File: src/rtl/btg_defines.vh
// Purpose: Constants for the buzzer tone generator
// Assumes: AXI4-Lite register access, 25 MHz system clock
// Notes:   Register byte address is four times the index
//
// Function
// - Enable high drives tone onto pin; enable low holds pin low unless a one-shot runs
// - Three-bit frequency code picks one of eight oscillator-divided tones
// - Duty level sets high fraction, x/16 and x/20 tone groups
// - Duty level sets high fraction, x/24 and x/28 tone groups
// - Envelope enabled overrides duty level field during continuous output
// - Envelope enable bit is read/write and turns envelope on or off
// - Envelope starts at maximum duty, steps down to minimum, holds
// - Step select picks 125 ms or 62.5 ms per envelope step
// - Restart write returns envelope to maximum; ignored when idle or zero
// - Restart, stop and unused bits always read zero
// - Length select picks 125 ms or 31.25 ms one-shot duration
// - Trigger write starts one-shot; ends itself after duration
// - Trigger ignored while continuous output enabled
// - Retrigger during one-shot restarts the duration timer
// - Trigger bit reads one while one-shot output in progress
// - Stop write ends active one-shot early; otherwise ignored
// - One-shot start and stop align to internal 256 Hz tick
// - Tone runs free of enable writes, so on/off may glitch
// - Reset clears all control bits, fields and one-shot status
// - Tones derive from the 32.768 kHz low-speed oscillator clock
`ifndef BTG_DEFINES_VH
`define BTG_DEFINES_VH

// Register indices
`define BTG_IDX_ENV_CTRL   16'hFF6C
`define BTG_IDX_ONESHOT    16'hFF6D
`define BTG_IDX_FREQ       16'hFF6E
`define BTG_IDX_DUTY       16'hFF6F

// Field positions
`define BTG_BIT_ENABLE     0
`define BTG_BIT_ENV_EN     1
`define BTG_BIT_ENV_RST    2
`define BTG_BIT_STEP_SEL   3
`define BTG_BIT_LEN_SEL    0
`define BTG_BIT_TRIGGER    1
`define BTG_BIT_STOP       2

// Reset values
`define BTG_RST_FIELD      3'h0

// Timing in 256 Hz ticks (3.90625 ms each)
`define BTG_STEP_SHORT     6'h10
`define BTG_STEP_LONG      6'h20
`define BTG_SHOT_SHORT     6'h08
`define BTG_SHOT_LONG      6'h20

// Envelope minimum duty level
`define BTG_LEVEL_MIN      3'h7

// AXI responses
`define BTG_RESP_OKAY      2'h0
`define BTG_RESP_SLVERR    2'h2

`endif

File: src/rtl/btg_top.v
// Purpose: Buzzer tone generator with envelope and one-shot
// Assumes: Oscillator clock input is asynchronous and slow
// Notes:   Tone timebase counts both oscillator edges
`timescale 1ns/100ps
`default_nettype none
`include "btg_defines.vh"

module btg_top #(
    parameter ADDR_W = 18
) (
    input  wire              clk,
    input  wire              rst,
    input  wire              low_speed_osc_clock,
    output reg               tone_out_pin,
    input  wire [ADDR_W-1:0] s_axi_awaddr,
    input  wire [2:0]        s_axi_awprot,
    input  wire              s_axi_awvalid,
    output reg               s_axi_awready,
    input  wire [31:0]       s_axi_wdata,
    input  wire [3:0]        s_axi_wstrb,
    input  wire              s_axi_wvalid,
    output reg               s_axi_wready,
    output reg  [1:0]        s_axi_bresp,
    output reg               s_axi_bvalid,
    input  wire              s_axi_bready,
    input  wire [ADDR_W-1:0] s_axi_araddr,
    input  wire [2:0]        s_axi_arprot,
    input  wire              s_axi_arvalid,
    output reg               s_axi_arready,
    output reg  [31:0]       s_axi_rdata,
    output reg  [1:0]        s_axi_rresp,
    output reg               s_axi_rvalid,
    input  wire              s_axi_rready
);

    // Oscillator synchroniser and edge detect
    reg        osc_s1_reg;
    reg        osc_s2_reg;
    reg        osc_s3_reg;
    wire       half_tick;
    reg  [7:0] pre_reg;
    reg        tick_reg;

    // Control registers
    reg        enable_reg;
    reg        env_en_reg;
    reg        step_sel_reg;
    reg        len_sel_reg;
    reg  [2:0] freq_reg;
    reg  [2:0] duty_reg;

    // Envelope state
    reg  [2:0] env_level_reg;
    reg  [5:0] env_cnt_reg;
    reg        en_prev_reg;

    // One-shot state
    reg        busy_reg;
    reg        run_reg;
    reg        start_pend_reg;
    reg        stop_pend_reg;
    reg  [5:0] shot_cnt_reg;

    // Tone generator
    reg  [5:0] phase_reg;
    wire [1:0] grp;
    wire [5:0] period;
    wire [5:0] high_time;
    wire [2:0] level;
    wire [3:0] base_high;
    wire       env_active;

    // Bus state
    reg  [ADDR_W-1:0] awaddr_reg;
    reg  [31:0]       wdata_reg;
    reg               wstrb0_reg;
    reg               aw_have_reg;
    reg               w_have_reg;
    wire              wr_fire;
    wire [ADDR_W-3:0] wr_idx;
    wire [ADDR_W-3:0] rd_idx;
    wire              wr_en;
    wire              hit_env;
    wire              hit_shot;
    wire              hit_freq;
    wire              hit_duty;
    wire              restart_req;
    wire              trig_req;
    wire              stop_req;
    wire              en_rise;
    wire [5:0]        step_len;
    wire [5:0]        shot_len;
    reg  [31:0]       rd_data;
    reg               rd_ok;

    always @(posedge clk)
    begin
        if (rst)
        begin
            osc_s1_reg <= 1'b0;
            osc_s2_reg <= 1'b0;
            osc_s3_reg <= 1'b0;
        end
        else
        begin
            osc_s1_reg <= low_speed_osc_clock;
            osc_s2_reg <= osc_s1_reg;
            osc_s3_reg <= osc_s2_reg;
        end
    end

    assign half_tick = osc_s2_reg ^ osc_s3_reg;

    always @(posedge clk)
    begin
        if (rst)
        begin
            pre_reg  <= 8'h00;
            tick_reg <= 1'b0;
        end
        else
        begin
            tick_reg <= half_tick && (pre_reg == 8'hFF);
            if (half_tick)
                pre_reg <= pre_reg + 8'h01;
        end
    end

    // Write decode
    assign wr_fire  = aw_have_reg && w_have_reg && !s_axi_bvalid;
    assign wr_idx   = awaddr_reg[ADDR_W-1:2];
    assign rd_idx   = s_axi_araddr[ADDR_W-1:2];
    assign wr_en    = wr_fire && wstrb0_reg;
    assign hit_env  = wr_idx == `BTG_IDX_ENV_CTRL;
    assign hit_shot = wr_idx == `BTG_IDX_ONESHOT;
    assign hit_freq = wr_idx == `BTG_IDX_FREQ;
    assign hit_duty = wr_idx == `BTG_IDX_DUTY;

    // restart only while envelope on or tone out
    assign restart_req = wr_en && hit_env
                         && wdata_reg[`BTG_BIT_ENV_RST]
                         && (env_en_reg || enable_reg || run_reg);
    // trigger accepted only with enable low
    assign trig_req = wr_en && hit_shot
                      && wdata_reg[`BTG_BIT_TRIGGER] && !enable_reg;
    assign stop_req = wr_en && hit_shot
                      && wdata_reg[`BTG_BIT_STOP] && busy_reg;

    assign en_rise  = enable_reg && !en_prev_reg;
    assign step_len = step_sel_reg ? `BTG_STEP_LONG : `BTG_STEP_SHORT;
    assign shot_len = len_sel_reg ? `BTG_SHOT_LONG : `BTG_SHOT_SHORT;

    // Control registers
    always @(posedge clk)
    begin
        if (rst)
        begin
            enable_reg   <= 1'b0;
            env_en_reg   <= 1'b0;
            step_sel_reg <= 1'b0;
            len_sel_reg  <= 1'b0;
            freq_reg     <= `BTG_RST_FIELD;
            duty_reg     <= `BTG_RST_FIELD;
        end
        else if (wr_en)
        begin
            if (hit_env)
            begin
                enable_reg   <= wdata_reg[`BTG_BIT_ENABLE];
                env_en_reg   <= wdata_reg[`BTG_BIT_ENV_EN];
                step_sel_reg <= wdata_reg[`BTG_BIT_STEP_SEL];
            end
            else if (hit_shot)
            begin
                len_sel_reg <= wdata_reg[`BTG_BIT_LEN_SEL];
            end
            else if (hit_freq)
            begin
                freq_reg <= wdata_reg[2:0];
            end
            else if (hit_duty)
            begin
                duty_reg <= wdata_reg[2:0];
            end
        end
    end

    // Envelope sequencer
    always @(posedge clk)
    begin
        if (rst)
        begin
            env_level_reg <= 3'h0;
            env_cnt_reg   <= 6'h00;
            en_prev_reg   <= 1'b0;
        end
        else
        begin
            en_prev_reg <= enable_reg;
            // start at maximum on output start
            if (en_rise || restart_req)
            begin
                env_level_reg <= 3'h0;
                env_cnt_reg   <= 6'h00;
            end
            else if (tick_reg && env_active
                     && env_level_reg != `BTG_LEVEL_MIN)
            begin
                if (env_cnt_reg == step_len - 6'h01)
                begin
                    env_cnt_reg   <= 6'h00;
                    env_level_reg <= env_level_reg + 3'h1;
                end
                else
                begin
                    env_cnt_reg <= env_cnt_reg + 6'h01;
                end
            end
        end
    end

    // One-shot controller
    always @(posedge clk)
    begin
        if (rst)
        begin
            busy_reg       <= 1'b0;
            run_reg        <= 1'b0;
            start_pend_reg <= 1'b0;
            stop_pend_reg  <= 1'b0;
            shot_cnt_reg   <= 6'h00;
        end
        else
        begin
            if (trig_req)
            begin
                busy_reg       <= 1'b1;
                start_pend_reg <= 1'b1;
                stop_pend_reg  <= 1'b0;
            end
            else if (stop_req)
            begin
                stop_pend_reg <= 1'b1;
            end
            // start and stop on tick edges
            if (tick_reg && !trig_req)
            begin
                if (start_pend_reg)
                begin
                    run_reg        <= 1'b1;
                    start_pend_reg <= 1'b0;
                    shot_cnt_reg   <= shot_len;
                end
                else if (stop_pend_reg || stop_req)
                begin
                    run_reg       <= 1'b0;
                    busy_reg      <= 1'b0;
                    stop_pend_reg <= 1'b0;
                end
                else if (run_reg)
                begin
                    if (shot_cnt_reg == 6'h01)
                    begin
                        run_reg  <= 1'b0;
                        busy_reg <= 1'b0;
                    end
                    shot_cnt_reg <= shot_cnt_reg - 6'h01;
                end
            end
        end
    end

    assign env_active = env_en_reg && enable_reg;
    assign level      = env_active ? env_level_reg : duty_reg;

    assign grp    = freq_reg[1:0];
    assign period = ({4'h0, grp} + 6'h04) << (freq_reg[2] ? 3 : 2);

    assign base_high = (grp[1] ? 4'hC : 4'h8) - {1'b0, level};
    assign high_time = {2'h0, base_high} << (freq_reg[2] ? 1 : 0);

    // phase counter runs regardless of enable
    always @(posedge clk)
    begin
        if (rst)
        begin
            phase_reg    <= 6'h00;
            tone_out_pin <= 1'b0;
        end
        else
        begin
            if (half_tick)
            begin
                if (phase_reg >= period - 6'h01)
                    phase_reg <= 6'h00;
                else
                    phase_reg <= phase_reg + 6'h01;
            end
            tone_out_pin <= (enable_reg || run_reg)
                            && (phase_reg < high_time);
        end
    end

    // AXI write channel
    always @(posedge clk)
    begin
        if (rst)
        begin
            awaddr_reg    <= {ADDR_W{1'b0}};
            wdata_reg     <= 32'h00000000;
            wstrb0_reg    <= 1'b0;
            aw_have_reg   <= 1'b0;
            w_have_reg    <= 1'b0;
            s_axi_awready <= 1'b0;
            s_axi_wready  <= 1'b0;
            s_axi_bvalid  <= 1'b0;
            s_axi_bresp   <= `BTG_RESP_OKAY;
        end
        else
        begin
            s_axi_awready <= 1'b0;
            s_axi_wready  <= 1'b0;
            if (s_axi_awvalid && !aw_have_reg && !s_axi_awready)
            begin
                s_axi_awready <= 1'b1;
                awaddr_reg    <= s_axi_awaddr;
                aw_have_reg   <= 1'b1;
            end
            if (s_axi_wvalid && !w_have_reg && !s_axi_wready)
            begin
                s_axi_wready <= 1'b1;
                wdata_reg    <= s_axi_wdata;
                wstrb0_reg   <= s_axi_wstrb[0];
                w_have_reg   <= 1'b1;
            end
            if (wr_fire)
            begin
                s_axi_bvalid <= 1'b1;
                if (hit_env || hit_shot || hit_freq || hit_duty)
                    s_axi_bresp <= `BTG_RESP_OKAY;
                else
                    s_axi_bresp <= `BTG_RESP_SLVERR;
            end
            else if (s_axi_bvalid && s_axi_bready)
            begin
                s_axi_bvalid <= 1'b0;
                aw_have_reg  <= 1'b0;
                w_have_reg   <= 1'b0;
            end
        end
    end

    // Read mux
    always @*
    begin
        rd_data = 32'h00000000;
        rd_ok   = 1'b1;
        // write-only and unused bits read zero
        if (rd_idx == `BTG_IDX_ENV_CTRL)
            rd_data[3:0] = {step_sel_reg, 1'b0, env_en_reg, enable_reg};
        else if (rd_idx == `BTG_IDX_ONESHOT)
            rd_data[3:0] = {2'h0, busy_reg, len_sel_reg};
        else if (rd_idx == `BTG_IDX_FREQ)
            rd_data[3:0] = {1'b0, freq_reg};
        else if (rd_idx == `BTG_IDX_DUTY)
            rd_data[3:0] = {1'b0, duty_reg};
        else
            rd_ok = 1'b0;
    end

    // AXI read channel
    always @(posedge clk)
    begin
        if (rst)
        begin
            s_axi_arready <= 1'b0;
            s_axi_rvalid  <= 1'b0;
            s_axi_rdata   <= 32'h00000000;
            s_axi_rresp   <= `BTG_RESP_OKAY;
        end
        else
        begin
            s_axi_arready <= 1'b0;
            if (s_axi_arvalid && !s_axi_rvalid && !s_axi_arready)
            begin
                s_axi_arready <= 1'b1;
                s_axi_rvalid  <= 1'b1;
                s_axi_rdata   <= rd_data;
                s_axi_rresp   <= rd_ok ? `BTG_RESP_OKAY
                                       : `BTG_RESP_SLVERR;
            end
            else if (s_axi_rvalid && s_axi_rready)
            begin
                s_axi_rvalid <= 1'b0;
            end
        end
    end

endmodule // btg_top
`default_nettype wire

File: config.mk
export PLATFORM = sky130hd
export DESIGN_NAME = btg_top
export DESIGN_NICKNAME = d
export VERILOG_FILES = /design/src/rtl/btg_top.v
export VERILOG_INCLUDE_DIRS = /design/src /design/src/rtl
export SDC_FILE = /design/constraint.sdc
export NUM_CORES = 1
export LEC_CHECK = 0
export ABC_AREA = 1
export BUFFER_PORTS_ARGS = -buffer_cell sky130_fd_sc_hd__buf_4
export CAP_MARGIN = 15
export CORE_AREA = 2 2 98 91
export CTS_BUF_LIST = sky130_fd_sc_hd__clkbuf_8
export DETAILED_ROUTE_END_ITERATION = 8
export DIE_AREA = 0 0 100 93
export PLACE_DENSITY_LB_ADDON = 0.1
export SYNTH_ARGS = -nofsm -noshare
export SYNTH_HDL_FRONTEND = slang
export SYNTH_SLANG_ARGS = --single-unit
File: constraint.sdc
create_clock -name clk -period 3 [get_ports clk]
set_input_delay 0.15 -clock clk [delete_from_list [all_inputs] [get_ports clk]]
set_output_delay 0.15 -clock clk [all_outputs]
set_load 0.01 [all_outputs]
# Word level (Yosys, flattened, before mapping)
# Cells that the tools add are included.
# op_classes
add_sub_neg,9
mul,0
n_div,0
order_cmp,2
n_eq_ne,13
shifts,2
mux,52
n_bitwise,4
n_reduce_logical,54
# op_table
cell,n
$eq 16x16->1 const B,8
$mux 6,7
$mux 1,37
$logic_and 1x1->1,26
$sub 6x1->6 const B,3
$mux 3,5
$add 6x1->6 const B,2
$logic_not 1->1,10
$add 8x1->8 const B,1
$eq 8x8->1 const B,1
$logic_or 1x1->1,8
$eq 6x1->1 const B,1
$eq 6x6->1,1
$ge 6x6->1,1
$lt 6x6->1,1
$reduce_and 3->1,2
$reduce_bool 2->1,3
$shl 4x1->6,1
$shl 4x2->6,1
$reduce_and 5->1,1
$add 2x3->4 const B,1
$mux 2,2
$mux 4,1
$reduce_and 2->1,2
8 further kinds,10
# totals
reg_bits,87
latch_bits,0
ramBits,0
romBits,0
input_bits,86
out_inout_bits,42
wordCells,170
n_memories,0

# Logic depth before layout (Yosys ltp)
# logic_depth
word_depth,12
mapped_depth,13
depth_no_buf,13

# Least setup slack after synthesis
# OpenSTA, ideal clock, no wires.
# synth_path
kind,register to register
startpoint,register enable_reg
endpoint,register tone_out_pin
arrival_time_ns,2.050
required_ns,2.935
setup_slack_ns,0.885
path_stages_with_launch,11
cell_sequence,dfxtp_1 > nand2_2 > mux2i_1 > ha_1 > a31o_2 > o21ai_0 > ha_1 > a21o_1 > a211oi_1 > nand3_1 > nor2_1
# synth_between
elab_chain_cells,6
# synth_lines
item,line_no,text
start: declaration,btg_top.v:45,reg enable_reg;
start signal: assignment,btg_top.v:169,enable_reg <= wdata_reg[`BTG_BIT_ENABLE];
$logic_and 1x1->1,btg_top.v:273,assign env_active = env_en_reg && enable_reg;
$mux 3,btg_top.v:274,assign level = env_active ? env_level_reg : duty_reg;
$sub 4x3->4,btg_top.v:279,"assign base_high = (grp[1] ? 4'hC : 4'h8) - {1'b0, level};"
$shl 4x1->6,btg_top.v:280,"assign high_time = {2'h0, base_high} << (freq_reg[2] ? 1 : 0);"
$lt 6x6->1,btg_top.v:300,&& (phase_reg < high_time);
$logic_and 1x1->1 *,btg_top.v:300,
end signal: assignment,btg_top.v:299,tone_out_pin <= (enable_reg || run_reg)
end: declaration,btg_top.v:14,"output reg tone_out_pin,"
# Mark *: on every way between the ends. The rest lies on a longest branch, timed or not.
# A chain may end at the register's enable or synchronous reset.

# Final worst setup path
# Same ends and word-level chain as after synthesis.

==> results.yml <==
run_status:
  status: "finished, final reports clean"
min_path:
  whs_path_depth: 4
  min_path_type: "in2reg"
  whs_endpoint: "s_axi_rvalid$_SDFFE_PP0P_"
  hold_start: "s_axi_rready"
floorplan:
  ios: 128
  rows: 32
  die_h_um: 93
  die_x_um: 100
  die_area_sq_um: 9300
  fp.coreArea_sq_um: 8330
  start_util: 0.523
global_route:
  grt_usage: 0.198
  grt_start_max_net_pins: 45
  antenna_found_initial: 0
  grt_pass1_wl_mm: 14.8
  grt_pass1_vias: 3382
  grt_overflow: 0
clock_tree:
  htree_num_levels: 3
  clk_latency_ns: 0.36
  path_clk_slew_ns: 0.09
  clock_path_buffers: 2
  cts_buffers: 9
  cts_tree: "done"
  root_buffer: "clkbuf_8"
  clock-sinks: 83
  post_cts_buffers: 0
pwr:
  cellLeakagePower_nw: 2.15
  powerDensity_nw_per_um2: 435
  ir_drop_v: 0.000265
yosys:
  synth_top_cell_area_share: 0.381
  netlist_instances: 578
  synth_xor_area_frac: 0.0302
  synth.largest_area_cell: "dfxtp_1"
  synthSimpleGateAreaFrac: 0.257
  synth_cell_type_count: 43
  yosys_warnings: 0
  synthTopCellsByArea: "dfxtp_1 (38%), nand2_1 (6.7%), a21oi_1 (6.2%)"
  ys.flop_type: "dfxtp_1"
  synth.mux.area_fraction: 0.00460
  synth_compound_area_frac: 0.146
  synth_area_per_cell_sq_um: 7.54
  synth_top_family_by_area: "simple AND/OR/NAND/NOR gates"
  async_reset_ff_frac: 0
  synth-edff-count: 0
  netlist_area_sq_um: 4360
  synth_seq_cells: 83
  synth_fa_ha_area_frac: 0.0517
  seq_area_frac_synth: 0.381
cells_and_area:
  syn_to_final_growth_pct: 13.6
  insertedDiodeCount: 0
  fin_util: 0.594
  largest_reg_flops: 16
  drive_above_1_share: 0.169
  nets: 738
  stdcell_count: 741
detailed_routing:
  drc_errors: 0
  firstDrtPassIters: 6
  ant_nets: 0
  routed-via-count: 3665
  postRouteWirelength_mm: 8.62
  wl_per_cell_um: 11.6
  drt_iter0_drc: 137
  viasPerCell: 4.95
sta:
  rsz0062_at_grt: "false"
  finalSetupTns_ns: 0
  setup_viol: 0
  fin_crit_sh: 0.786
  relSlewSlack: 0.480
  hold_violations: 0
  fin_skew_ns: 0.00978
  fmax_mhz: 424
  slew_violations: 0
  tightest_slew_ns: 0.774
  post-route-min-period_ns: 2.36
critical_path:
  criticalPathCategory: "reg2reg"
  crit_required_ns: 3.30
  arrival_ns: 2.66
  start_kind: "flop"
  worstSetupEndpointType: "flop"
  crit_family: "compound AO/OA/AOI/OAI gates"
  max_stage_delay_ns: 0.43
  r2r_cells: 10
  cp_max_fo: 5
  crit_chain: "nand2_2 -> mux2i_1 -> ha_1 -> a31o_2 -> o21ai_0 -> ha_1 -> a21o_1 -> a211oi_1 -> nand3_1 -> nor2_1"
  cpMaxStageDelayCell: "dfxtp_1"
  worst_path_most_repeated_cell: "ha_1"
  r2r_setup_slack_ns: 0.64
  worstPathBufferInverterCount: 0
  r2r_end: "tone_out_pin$_SDFF_PP0_"
  r2r-start: "enable_reg$_SDFFE_PP0P_"
run:
  maxCapViolCount: 0
place:
  place.port_buffers: 56
  dpl.cell_count: 724
  gp_congestion: 0.841
  dpl.hpwl_mm: 6.44
## cell usage after synthesis (3+ instances only)
cell type and instances:
nor3_1 14, nor3_4 3, o21ai_0 48, ha_1 18, xor2_1 10, clkbuf_1 12, nand4_1 9, nand2_2 9
o211ai_1 3, inv_2 4, nand2_1 78, nand3b_1 3, xnor2_1 5, a21oi_1 54, nor3_2 3, dfxtp_1 83
nor2_8 3, buf_4 30, o21bai_1 3, nand3_2 5, nand3_1 25, nor2_1 63, inv_1 70
## cells in the final DEF, fill, tap and decap left out, drive strengths merged, types with 4 or more instances in the layout
| cell type | Yosys | routed |
|---|---|---|
| clkbuf | 12 | 10 |
| nand4 | 9 | 9 |
| a21oi | 54 | 54 |
| nand2 | 89 | 89 |
| ha | 18 | 18 |
| buf | 31 | 58 |
| xor2 | 10 | 10 |
| xnor2 | 5 | 5 |
| clkinv | 1 | 4 |
| dfxtp | 83 | 83 |
| nor2 | 68 | 68 |
| o21ai | 50 | 50 |
| nand3 | 30 | 30 |
| conb | 1 | 30 |
| nor3 | 20 | 20 |
| inv | 74 | 76 |
## metal layers
metal / global-route usage / wire length, um / part of all wire / vias to the layer above
met5: 0 / 0 / 0 / -
met4: 0.0674 / 115 / 0.013 / 0
met3: 0.0493 / 448 / 0.052 / 12
met2: 0.318 / 3760 / 0.44 / 93
met1: 0.260 / 4290 / 0.50 / 1621
li1: - / - / - / 1939
## tightest hold or removal path: stages
cell     delay (ns)
buf_4          0.08
inv_1          0.03
nand2_1        0.04
a21oi_1        0.05
## where the power goes
part,switching (mW),leakage (nW),internal (mW)
Clock,0.425,0.0933,0.330
Sequential,0.0311,0.677,1.15
Combinational,0.129,1.38,0.0910
## per-stage QoR
stage          hold slack (ns)  power [mW]  cell area [sq um]  setup slack [ns]
6_report                0.0324        2.15               4950             0.642
5_1_grt                 0.0335        2.26               4950             0.367
4_1_cts                 0.0196        2.18               4950             0.635
3_5_place_dp             0.360        1.42               4750             0.649
3_3_place_gp             0.354        1.42               4750             0.739
2_1_floorplan            0.257        1.36               4460             0.885
## worst max path at each step
stage	start	endpoint	slack [ns]	depth (start not counted)
after CTS	enable_reg$_SDFFE_PP0P_	tone_out_pin$_SDFF_PP0_	0.64	10
after floorplan	enable_reg$_SDFFE_PP0P_	tone_out_pin$_SDFF_PP0_	0.89	10
after global placement	enable_reg$_SDFFE_PP0P_	tone_out_pin$_SDFF_PP0_	0.74	10
final	enable_reg$_SDFFE_PP0P_	tone_out_pin$_SDFF_PP0_	0.64	10
after detailed placement	enable_reg$_SDFFE_PP0P_	tone_out_pin$_SDFF_PP0_	0.65	10
after global routing	enable_reg$_SDFFE_PP0P_	tone_out_pin$_SDFF_PP0_	0.37	10
## cell type report
class	instances	area, sq um
Clock buffer	10	138
Timing Repair Buffer	59	445
Clock inverter	6	47.5
Tap cell	102	128
Fill cell	779	3380
Inverter	75	282
Sequential cell	83	1660
Multi-Input combinational cell	406	2250
## logic make-up (layout without fill, tap and decap cells)
group / after synthesis / after routing
compound gates: 117 / 117
simple gates: 224 / 224
xor+xnor: 15 / 15
buf+inv: 118 / 150
other cells: 1 / 30
mux: 2 / 2
fa+ha+maj: 18 / 18
flops: 83 / 83
## repair_timing
item / CTS / global route
resized for setup: 0 / 0
endpoints found under the hold margin: 1 / 0
hold buffers: 1 / 0
No activity file was read; power rests on OpenSTA's default activity.
